===== src/pdts_pkg.sv =====
/*
  Shared types and constants of the source-side power transition sequencer.
  Assumes one 40 MHz clock.
*/
`default_nettype none

package pdts_pkg;

  // ==========================================================================
  // timing
  localparam int unsigned CLK_PERIOD_NS = 25;
  // plain defaults: the interval figures are not fixed here
  localparam int unsigned SNK_TRANS_NS = 25000000;
  localparam int unsigned SRC_READY_NS = 285000000;
  // least wait rounds up, longest bound rounds down
  localparam int unsigned SNK_TRANS_CYC = (SNK_TRANS_NS + CLK_PERIOD_NS - 1) / CLK_PERIOD_NS;
  localparam int unsigned SRC_READY_CYC = SRC_READY_NS / CLK_PERIOD_NS;
  localparam int unsigned CNT_W = 24;
  localparam int unsigned SYNC_STAGES = 2;

  // ==========================================================================
  // message kinds sent to the sink
  typedef enum logic
  {
    PDTS_MSG_ACCEPT = 1'b0,
    PDTS_MSG_PS_RDY = 1'b1
  } pdts_msgk_t;

  typedef struct packed
  {
    logic valid;
    pdts_msgk_t kind;
  } pdts_msg_t;

  // answer of the protocol layer to the last message
  typedef struct packed
  {
    logic goodcrc;
    logic fail;
  } pdts_ack_t;

  // ==========================================================================
  // sequencer states, gray from PDTS_IDLE through PDTS_RDY_ACK
  typedef enum logic [2:0]
  {
    PDTS_IDLE = 3'h0,
    PDTS_ACC_ACK = 3'h1,
    PDTS_SNK_WAIT = 3'h3,
    PDTS_SUP_WAIT = 3'h2,
    PDTS_RDY_ACK = 3'h6
  } pdts_state_t;

endpackage

`default_nettype wire


===== src/pdts_timer.sv =====
/*
  One-shot down counter used for the sink transition wait and the supply
  readiness bound. Assumes start and load come from the same clock domain.
*/
`default_nettype none

module pdts_timer #(
  parameter int unsigned W = pdts_pkg::CNT_W
) (
  input wire logic clk, // system clock
  input wire logic resetn, // synchronous reset, active low
  input wire logic start, // pulse: load and run
  input wire logic [W-1:0] load, // cycles minus one
  output logic expired // high in the cycle the count runs out
);

  // ==========================================================================
  // counter
  logic [W-1:0] cnt_q;
  logic [W-1:0] cnt_d;
  logic run_q;
  logic run_d;

  assign expired = run_q && (cnt_q == '0);

  always_comb
  begin
    cnt_d = cnt_q;
    run_d = run_q;
    // a restart overrides a running count
    if (start)
    begin
      cnt_d = load;
      run_d = 1'b1;
    end
    else if (run_q)
    begin
      if (cnt_q == '0)
      begin
        run_d = 1'b0;
      end
      else
      begin
        cnt_d = cnt_q - W'(1);
      end
    end
  end

  always_ff @(posedge clk)
  begin
    if (!resetn)
    begin
      cnt_q <= '0;
      run_q <= 1'b0;
    end
    else
    begin
      cnt_q <= cnt_d;
      run_q <= run_d;
    end
  end

endmodule

`default_nettype wire


===== src/pdts_source_seq.sv =====
/*
  Source-side sequencer for a negotiated supply change: accept, wait for the
  sink, command the supply, report readiness to the sink.
  Assumes the protocol layer and policy logic share clk; supply ready is a pin.
*/
`default_nettype none

// Overview of operation
// after the sink wait, command the supply to the new level.
// supply must be ready within the readiness bound after the command.
// supply readiness is reported and forwarded to the sequencer.
// on readiness send PS_RDY, then await its acknowledgement.
// sink returns GoodCRC for PS_RDY before acting on it.
// sink evaluates PS_RDY and permits drawing new power.
// sink may draw new power any time after evaluating PS_RDY.
// a transition starts by sending Accept for the pending request.
// sink starts its transition timer on receiving Accept.
// sink acknowledges Accept with GoodCRC, then evaluates it.
// after GoodCRC for Accept, wait the sink interval before commanding.
// the sink wait begins only once GoodCRC for Accept arrives.
// sink drops to standby power before the sink wait ends.
// sink abandons on timer expiry before PS_RDY is evaluated.

module pdts_source_seq #(
  parameter int unsigned SNK_TRANS_CYC = pdts_pkg::SNK_TRANS_CYC,
  parameter int unsigned SRC_READY_CYC = pdts_pkg::SRC_READY_CYC
) (
  input wire logic clk, // 40 MHz system clock
  input wire logic resetn, // synchronous reset, active low
  input wire logic start, // pulse: pending request to be accepted
  input wire pdts_pkg::pdts_ack_t ack, // protocol layer answer, pulses
  input wire logic ps_ready, // supply ready pin, asynchronous
  output var pdts_pkg::pdts_msg_t msg_tx, // message to send, valid pulse
  output logic ps_cmd, // pulse: supply, move to new level
  output logic busy, // transition under way
  output logic done, // pulse: PS_RDY acknowledged
  output logic err // pulse: sequence abandoned
);

  // ==========================================================================
  // supply ready synchroniser
  logic [pdts_pkg::SYNC_STAGES-1:0] sync_q;
  logic [pdts_pkg::SYNC_STAGES-1:0] sync_d;
  logic rdy_s;

  always_comb
  begin
    sync_d = {sync_q[pdts_pkg::SYNC_STAGES-2:0], ps_ready};
  end

  always_ff @(posedge clk)
  begin
    if (!resetn)
    begin
      sync_q <= '0;
    end
    else
    begin
      sync_q <= sync_d;
    end
  end

  // forwarded readiness
  assign rdy_s = sync_q[pdts_pkg::SYNC_STAGES-1];

  // ==========================================================================
  // shared interval timer
  logic tmr_start;
  logic [pdts_pkg::CNT_W-1:0] tmr_load;
  logic tmr_done;

  pdts_timer #(
    .W(pdts_pkg::CNT_W)
  ) u_timer (
    .clk(clk),
    .resetn(resetn),
    .start(tmr_start),
    .load(tmr_load),
    .expired(tmr_done)
  );

  // ==========================================================================
  // sequencer
  pdts_pkg::pdts_state_t state_q;
  pdts_pkg::pdts_state_t state_d;
  pdts_pkg::pdts_msg_t msg_q;
  pdts_pkg::pdts_msg_t msg_d;
  logic ps_cmd_q;
  logic ps_cmd_d;
  logic busy_q;
  logic busy_d;
  logic done_q;
  logic done_d;
  logic err_q;
  logic err_d;

  always_comb
  begin
    state_d = state_q;
    msg_d = '0;
    ps_cmd_d = 1'b0;
    done_d = 1'b0;
    err_d = 1'b0;
    tmr_start = 1'b0;
    tmr_load = '0;
    case (state_q)
      pdts_pkg::PDTS_IDLE:
      begin
        // accept opens the transition
        if (start)
        begin
          msg_d.valid = 1'b1;
          msg_d.kind = pdts_pkg::PDTS_MSG_ACCEPT;
          state_d = pdts_pkg::PDTS_ACC_ACK;
        end
      end
      pdts_pkg::PDTS_ACC_ACK:
      begin
        // wait starts on goodcrc
        if (ack.goodcrc)
        begin
          tmr_start = 1'b1;
          tmr_load = pdts_pkg::CNT_W'(SNK_TRANS_CYC - 1);
          state_d = pdts_pkg::PDTS_SNK_WAIT;
        end
        else if (ack.fail)
        begin
          err_d = 1'b1;
          state_d = pdts_pkg::PDTS_IDLE;
        end
      end
      pdts_pkg::PDTS_SNK_WAIT:
      begin
        // command after wait
        if (tmr_done)
        begin
          ps_cmd_d = 1'b1;
          tmr_start = 1'b1;
          tmr_load = pdts_pkg::CNT_W'(SRC_READY_CYC - 1);
          state_d = pdts_pkg::PDTS_SUP_WAIT;
        end
      end
      pdts_pkg::PDTS_SUP_WAIT:
      begin
        // ready wins over a same-cycle timeout
        if (rdy_s)
        begin
          msg_d.valid = 1'b1;
          msg_d.kind = pdts_pkg::PDTS_MSG_PS_RDY;
          state_d = pdts_pkg::PDTS_RDY_ACK;
        end
        // readiness bound broken
        else if (tmr_done)
        begin
          err_d = 1'b1;
          state_d = pdts_pkg::PDTS_IDLE;
        end
      end
      pdts_pkg::PDTS_RDY_ACK:
      begin
        // await the acknowledgement
        if (ack.goodcrc)
        begin
          done_d = 1'b1;
          state_d = pdts_pkg::PDTS_IDLE;
        end
        else if (ack.fail)
        begin
          err_d = 1'b1;
          state_d = pdts_pkg::PDTS_IDLE;
        end
      end
      default:
      begin
        state_d = pdts_pkg::PDTS_IDLE;
      end
    endcase
    busy_d = (state_d != pdts_pkg::PDTS_IDLE);
  end

  always_ff @(posedge clk)
  begin
    if (!resetn)
    begin
      state_q <= pdts_pkg::PDTS_IDLE;
      msg_q <= '0;
      ps_cmd_q <= 1'b0;
      busy_q <= 1'b0;
      done_q <= 1'b0;
      err_q <= 1'b0;
    end
    else
    begin
      state_q <= state_d;
      msg_q <= msg_d;
      ps_cmd_q <= ps_cmd_d;
      busy_q <= busy_d;
      done_q <= done_d;
      err_q <= err_d;
    end
  end

  assign msg_tx = msg_q;
  assign ps_cmd = ps_cmd_q;
  assign busy = busy_q;
  assign done = done_q;
  assign err = err_q;

  // ==========================================================================
  // checks
  AST_ACCEPT_FIRST: assert property (
    @(posedge clk) disable iff (!resetn)
    (state_q == pdts_pkg::PDTS_IDLE && start)
      |=> (msg_q.valid && msg_q.kind == pdts_pkg::PDTS_MSG_ACCEPT && busy_q))
    else $error("accept not sent on start");

  AST_WAIT_ON_CRC: assert property (
    @(posedge clk) disable iff (!resetn)
    (state_q == pdts_pkg::PDTS_ACC_ACK && ack.goodcrc)
      |=> (state_q == pdts_pkg::PDTS_SNK_WAIT) ##1 !ps_cmd_q)
    else $error("sink wait not begun on goodcrc");

  AST_NO_EARLY_CMD: assert property (
    @(posedge clk) disable iff (!resetn)
    ps_cmd_q |-> ($past(state_q) == pdts_pkg::PDTS_SNK_WAIT && $past(tmr_done)))
    else $error("supply commanded before sink wait ended");

  AST_CMD_ON_EXPIRY: assert property (
    @(posedge clk) disable iff (!resetn)
    (state_q == pdts_pkg::PDTS_SNK_WAIT && tmr_done)
      |=> (ps_cmd_q && state_q == pdts_pkg::PDTS_SUP_WAIT) ##1 !ps_cmd_q)
    else $error("supply not commanded after sink wait");

  AST_READY_BOUND: assert property (
    @(posedge clk) disable iff (!resetn)
    (state_q == pdts_pkg::PDTS_SUP_WAIT && tmr_done && !rdy_s)
      |=> (err_q && !busy_q && !msg_q.valid))
    else $error("late supply not flagged");

  AST_READY_FWD: assert property (
    @(posedge clk) disable iff (!resetn)
    (state_q == pdts_pkg::PDTS_SUP_WAIT && $rose(rdy_s))
      |=> (msg_q.valid && msg_q.kind == pdts_pkg::PDTS_MSG_PS_RDY))
    else $error("readiness not forwarded");

  AST_PSRDY_CAUSE: assert property (
    @(posedge clk) disable iff (!resetn)
    (msg_q.valid && msg_q.kind == pdts_pkg::PDTS_MSG_PS_RDY)
      |-> ($past(rdy_s) && state_q == pdts_pkg::PDTS_RDY_ACK))
    else $error("ps_rdy sent without readiness");

  AST_PSRDY_ACKED: assert property (
    @(posedge clk) disable iff (!resetn)
    done_q |-> ($past(state_q) == pdts_pkg::PDTS_RDY_ACK && $past(ack.goodcrc) && !busy_q))
    else $error("done without ps_rdy acknowledgement");

endmodule

`default_nettype wire


===== config.mk =====
export PLATFORM = sky130hd
export DESIGN_NAME = pdts_source_seq
export DESIGN_NICKNAME = d
export VERILOG_FILES = /design/src/pdts_pkg.sv /design/src/pdts_timer.sv /design/src/pdts_source_seq.sv
export SDC_FILE = /design/constraint.sdc
export NUM_CORES = 1
export LEC_CHECK = 0
export BUFFER_PORTS_ARGS = -buffer_cell sky130_fd_sc_hd__buf_2
export CELL_PAD_IN_SITES_DETAIL_PLACEMENT = 1
export CELL_PAD_IN_SITES_GLOBAL_PLACEMENT = 2
export CORE_MARGIN = 2
export CORE_UTILIZATION = 39
export CTS_BUF_LIST = sky130_fd_sc_hd__clkbuf_4
export DETAILED_ROUTE_END_ITERATION = 8
export PLACE_DENSITY = 0.82
export SLEW_MARGIN = 40
export SYNTH_ARGS = -nofsm -noshare
export SYNTH_HDL_FRONTEND = slang
export SYNTH_SLANG_ARGS = --single-unit
export TNS_END_PERCENT = 1

===== constraint.sdc =====
create_clock -name clk -period 2.5 [get_ports clk]
set_input_delay 0.125 -clock clk [delete_from_list [all_inputs] [get_ports clk]]
set_output_delay 0.125 -clock clk [all_outputs]
set_load 0.05 [all_outputs]

### Word-level counts from Yosys, hierarchy flattened

Cells that the tools add are included.

| operators by class | value |
|---|---|
| add/sub/neg operators | 1 |
| equality and inequality tests | 5 |
| multiplexer cells | 27 |
| reduce and logical (&&, ||, !) cells | 9 |

Operator list:

| kind | number |
|---|---|
| $mux W24 | 4 |
| $pmux W24 S2 | 1 |
| $logic_not A24 Y1 | 1 |
| $sub A24 B1 Y24 const B | 1 |
| $mux W3 | 7 |
| $mux W20 | 1 |
| $pmux W3 S5 | 1 |
| $mux W1 | 8 |
| $eq A3 B2 Y1 const B | 2 |
| $reduce_and A2 Y1 | 3 |
| $mux W2 | 2 |
| $pmux W1 S2 | 2 |
| $pmux W2 S2 | 1 |
| $eq A3 B1 Y1 const B | 1 |
| $eq A3 B3 Y1 const B | 1 |
| $logic_not A3 Y1 | 1 |
| $reduce_bool A3 Y1 | 1 |
| $ne A2 B2 Y1 const B | 1 |
| $reduce_bool A2 Y1 | 1 |
| $reduce_or A2 Y1 | 1 |
| $logic_and A1 B1 Y1 | 1 |

| word-level totals | value |
|---|---|
| register bits | 36 |
| logic and storage cells | 52 |

### Longest topological paths before layout

| logic depth | value |
|---|---|
| depth after elaboration | 6 |
| depth in mapped cells | 9 |
| mapped depth without buffers | 7 |

### Modules after synthesis

A second synthesis with hierarchy kept.

| second synthesis, totals | value |
|---|---|
| cells, all modules | 231 |
| area total of the unflattened synthesis | 1995.7 µm² |

By module, submodules not included:

| module | times used | cells each | area each (µm²) | sequential area each (µm²) |
|---|---|---|---|---|
| pdts_timer | 1 | 176 | 1477.7 | 500.5 |
| pdts_source_seq | 1 | 55 | 518.0 | 220.2 |

### Worst setup path before layout

OpenSTA, ideal clock, no wires.

| timing | value |
|---|---|
| kind | register to register |
| start point | register u_timer.cnt_q[0] |
| end point | register u_timer.cnt_q[1] |
| setup time | 0.066 ns |
| arrival | 2.197 ns |
| data required time | 2.434 ns |
| path slack | 0.237 ns |
| stages on the path, launching flop included | 9 |
| path buffers | 1 |
| period minus slack after synthesis | 2.263 ns |
| cell sequence | dfxtp_1 inv_1 ha_1 or3b_2 or4_4 buf_6 o21ai_2 mux2_2 a21boi_2 |

| on the way | value |
|---|---|
| longest elaborated chain between the ends | 6 |
| elaborated cells between the ends (all ways) | 13 |

Ends and longest elaborated chain:

| element | line | text |
|---|---|---|
| from (decl) | pdts_timer.sv:19 | `logic [W-1:0] cnt_q;` |
| from (signal assigned) | pdts_timer.sv:58 | `cnt_q <= cnt_d;` |
| parallel branches: the longest is 6 deep, another holds $sub A24 B1 Y24 | n/a |  |

Several ways; the timed one is not identified. The select of a mux whose other input is x is not followed.
A chain may end at the register's enable or synchronous reset.

### Final worst setup path

Ends and elaborated chain as after synthesis.

==> reports/results.tsv <==
stage	metric	value	unit
synthesis	EDFF count, synth	0	
routing	Avg Vias per Cell	5.75	
critical_path	Crit path largest cell delay	0.52	ns
critical_path	crit-path cells	inv_1 > ha_1 > or3b_2 > or4_4 > o21ai_2 > mux2_2 > a21boi_2	
critical_path	worst reg2reg startpoint	u_timer.cnt_q[0]	
hold_path	HP Start	ack[1]	
synthesis	Mapped Cells	198	
routing	Residual DRC	0	
clock_network	Root Driver	clkbuf_4	
pwr	VDD IR max	0.406	mV
routing	initial drt markers	73	
synthesis	share of the synthesized area in the top cell type	39.9	%
floorplan	# rows	24	
synthesis	Mapped Nets	206	
cells_and_area	layout cells sized above 1	17.3	%
sta	normalized max-slew margin	62.5	%
floorplan	DIE AREA	0.00519	sq mm
synthesis	Synth warnings	0	
cells_and_area	Design Area, Final	0.00200	sq mm
clock_network	clk_lat worst skew	0.34	ns
pwr	Lkg Pwr	0.753	nW
place	number of cells after detailed placement	257	
floorplan	core area	0.00441	sq mm
critical_path	CP endpoint kind	flop	
run_status	status	completed	
synthesis	count of cell types in the netlist	53	
sta	fin crit period	2.41	ns
clock_network	H-tree levels	2	
floorplan	Die H	72.0	um
sta	RSZ-0062 raised after global routing	true	
cells_and_area	ANT cells	0	
cells_and_area	fillcell total	538	
cells_and_area	Nets	221	
critical_path	Crit Path Max Fanout	9	
place	Routability Congestion	0.864	
critical_path	R2R depth	7	
sta	final hold violations	0	
cells_and_area	Register Area	721	sq um
sta	clk_skew	0.00700	ns
synthesis	Synth top cells by count	36 x dfxtp_1, 19 x nor2_1, 14 x xnor2_1, 9 x a21boi_1	
synthesis	post-synthesis sequential area ratio	39.9	%
clock_network	Setup Buffers After CTS	0	
critical_path	Worst Setup Start Kind	flop	
cells_and_area	Multi-input gate area	0.00102	sq mm
flow_run	max cap viols	0	
clock_network	Clock Path Buffers	2	
synthesis	syn_area_per_cell	9.12	sq um
hold_path	hold path depth	3	
place	IO Port Bufs	11	
critical_path	Worst Path Class, Setup	reg -> reg	
routing	Pre-antenna DRT Iters	4	
routing	via count	1530	
hold_path	hold endpoint	done	
clock_network	TritonCTS clock tree	yes	
sta	f_max	0.416	GHz
sta	Final setup viols	0	
global_route	largest net degree at the start of global routing	26	
global_route	grt total ovfl	0	
clock_network	clock tree sinks	36	
critical_path	FF-to-FF setup slack	0.09	ns
routing	antenna-violating nets left	0	
synthesis	Async SR Flop Fraction	0	%
clock_network	Reg clk slew, reported paths	0.11	ns
pwr	overall power	1.71	mW
sta	Worst-Margin Slew	0.558	ns
critical_path	Worst EP required	2.78	ns
synthesis	cell taking the most area after synthesis	dfxtp_1	
synthesis	Synth Cell Area	0.00181	sq mm
synthesis	largest cells by area after synthesis	dfxtp_1 40%, xnor2_1 6.8%, nor2_1 4.0%	
routing	DRT Wirelength	4560	um
hold_path	hold crit path type	in -> reg	
critical_path	critical path's slowest cell	or4_4	
floorplan	die width	72.0	um
sta	Tcrit/Tclk final	96.2	%
global_route	antenna violations before repair	0	
floorplan	starting density of the core	40.9	%
synthesis	number of synthesized register bits	36	
sta	setup TNS	0	ns
synthesis	Post-synth top flop	dfxtp_1	
sta	Max Slew Vio Count	0	
clock_network	CTS Buf Count	5	
cells_and_area	Core Util, Final	45.4	%
global_route	number of global-route vias before repair	1707	
synthesis	cell with the most instances after synthesis	dfxtp_1	
routing	drt wl/cell	17.2	um
place	Placed Area	0.00191	sq mm
global_route	GRT Total Usage	19.7	%
pwr	Power Density	855	mW/mm^2
critical_path	R2R Path End	u_timer.cnt_q[1]	
global_route	first-pass GRT wire length	7990	um
place	DP HPWL	3360	um
critical_path	Worst Path Arrival	2.68	ns
floorplan	I/O pins	12	
cells_and_area	Layout Cells excl Fill	266	
cells_and_area	area grow syn2layout	10.9	%
-- layer usage --
metal  global-route usage, %  routed length (um)
met1                    23.8                2060
met2                    33.8                2270
met3                    5.00                 158
met4                    7.34                  70
met5                       0                   0
-- how the worst max path moves through the flow --
stage | start | endpoint | cells after the start
CTS | u_timer.cnt_q[0] | u_timer.cnt_q[11] | 7
detailed placement | u_timer.cnt_q[0] | u_timer.cnt_q[11] | 7
floorplan | u_timer.cnt_q[0] | u_timer.cnt_q[1] | 8
finish | u_timer.cnt_q[0] | u_timer.cnt_q[1] | 7
global placement | u_timer.cnt_q[0] | u_timer.cnt_q[11] | 7
global route | u_timer.cnt_q[0] | u_timer.cnt_q[1] | 7
-- final cells by class --
type,count,area share (%)
Inverter,6,1.13
Multi-Input combinational cell,148,51.1
Sequential cell,36,36.0
Timing Repair Buffer,16,4.75
Clock buffer,5,1.88
Tap cell,52,3.25
Clock inverter,3,1.88
-- report_power, final --
group | total, mW | internal [mW] | switching [mW]
clock | 0.402 | 0.204 | 0.198
combinational | 0.618 | 0.240 | 0.377
sequential | 0.692 | 0.631 | 0.0613
-- through the flow --
| stage | hold WS, ns | worst slack, ns |
|---|---|---|
| final | 0.0407 | 0.0946 |
| after global routing | 0.0275 | -0.0482 |
| after CTS | 0.0298 | 0.0597 |
| after detailed placement | 0.341 | 0.0826 |
| after global placement | 0.345 | 0.188 |
| after floorplan | 0.239 | 0.237 |
-- state kept, by name (all words and copies together) (netlist names) --
register,cells
err,1
u_timer.cnt_q,24
msg_tx,2
done,1
state_q,3
u_timer.run_q,1
busy,1
ps_cmd,1
sync_q,2
-- placed cells by master (no fill, tap or decap), types with 4 or more instances in the layout --
master	n
inv_1	6
dfxtp_1	36
a21boi_0	4
a21boi_1	9
nor4_1	8
buf_2	11
xor2_1	5
xnor2_1	14
nand2_1	8
buf_4	4
or3_1	4
nor3_1	8
nand4_1	4
nor2_1	19
nand3_1	4
o21ai_0	6
clkbuf_4	5
-- critical path: cells and delay by family (launching register included) --
family | cells | cell delay [ns]
AND/OR/NAND/NOR | 2 | 0.99
multiplexers | 1 | 0.37
buffers and inverters | 1 | 0.12
adder cells (fa/ha/maj) | 1 | 0.17
AO/OA/AOI/OAI | 2 | 0.33
flip-flops | 1 | 0.36
-- kinds of logic after synthesis --
logic type	count (synthesis)	synth area share, %
adders and majority gates	2	1.39
muxes	2	1.18
and+or+nand+nor	80	25.9
DFF	36	39.9
xor gates and xnor gates	19	9.22
buffers and inverters	14	3.81
AOI/OAI and AO/OA	45	18.6
-- timing repair --
item | 4_1_cts | 5_1_grt
setup endpoints to repair | 0 | 16
hold buffers | 1 | 0
resized for setup | 0 | 2
endpoints found under the hold margin | 1 | 0
No activity file was read; power rests on OpenSTA's default activity.
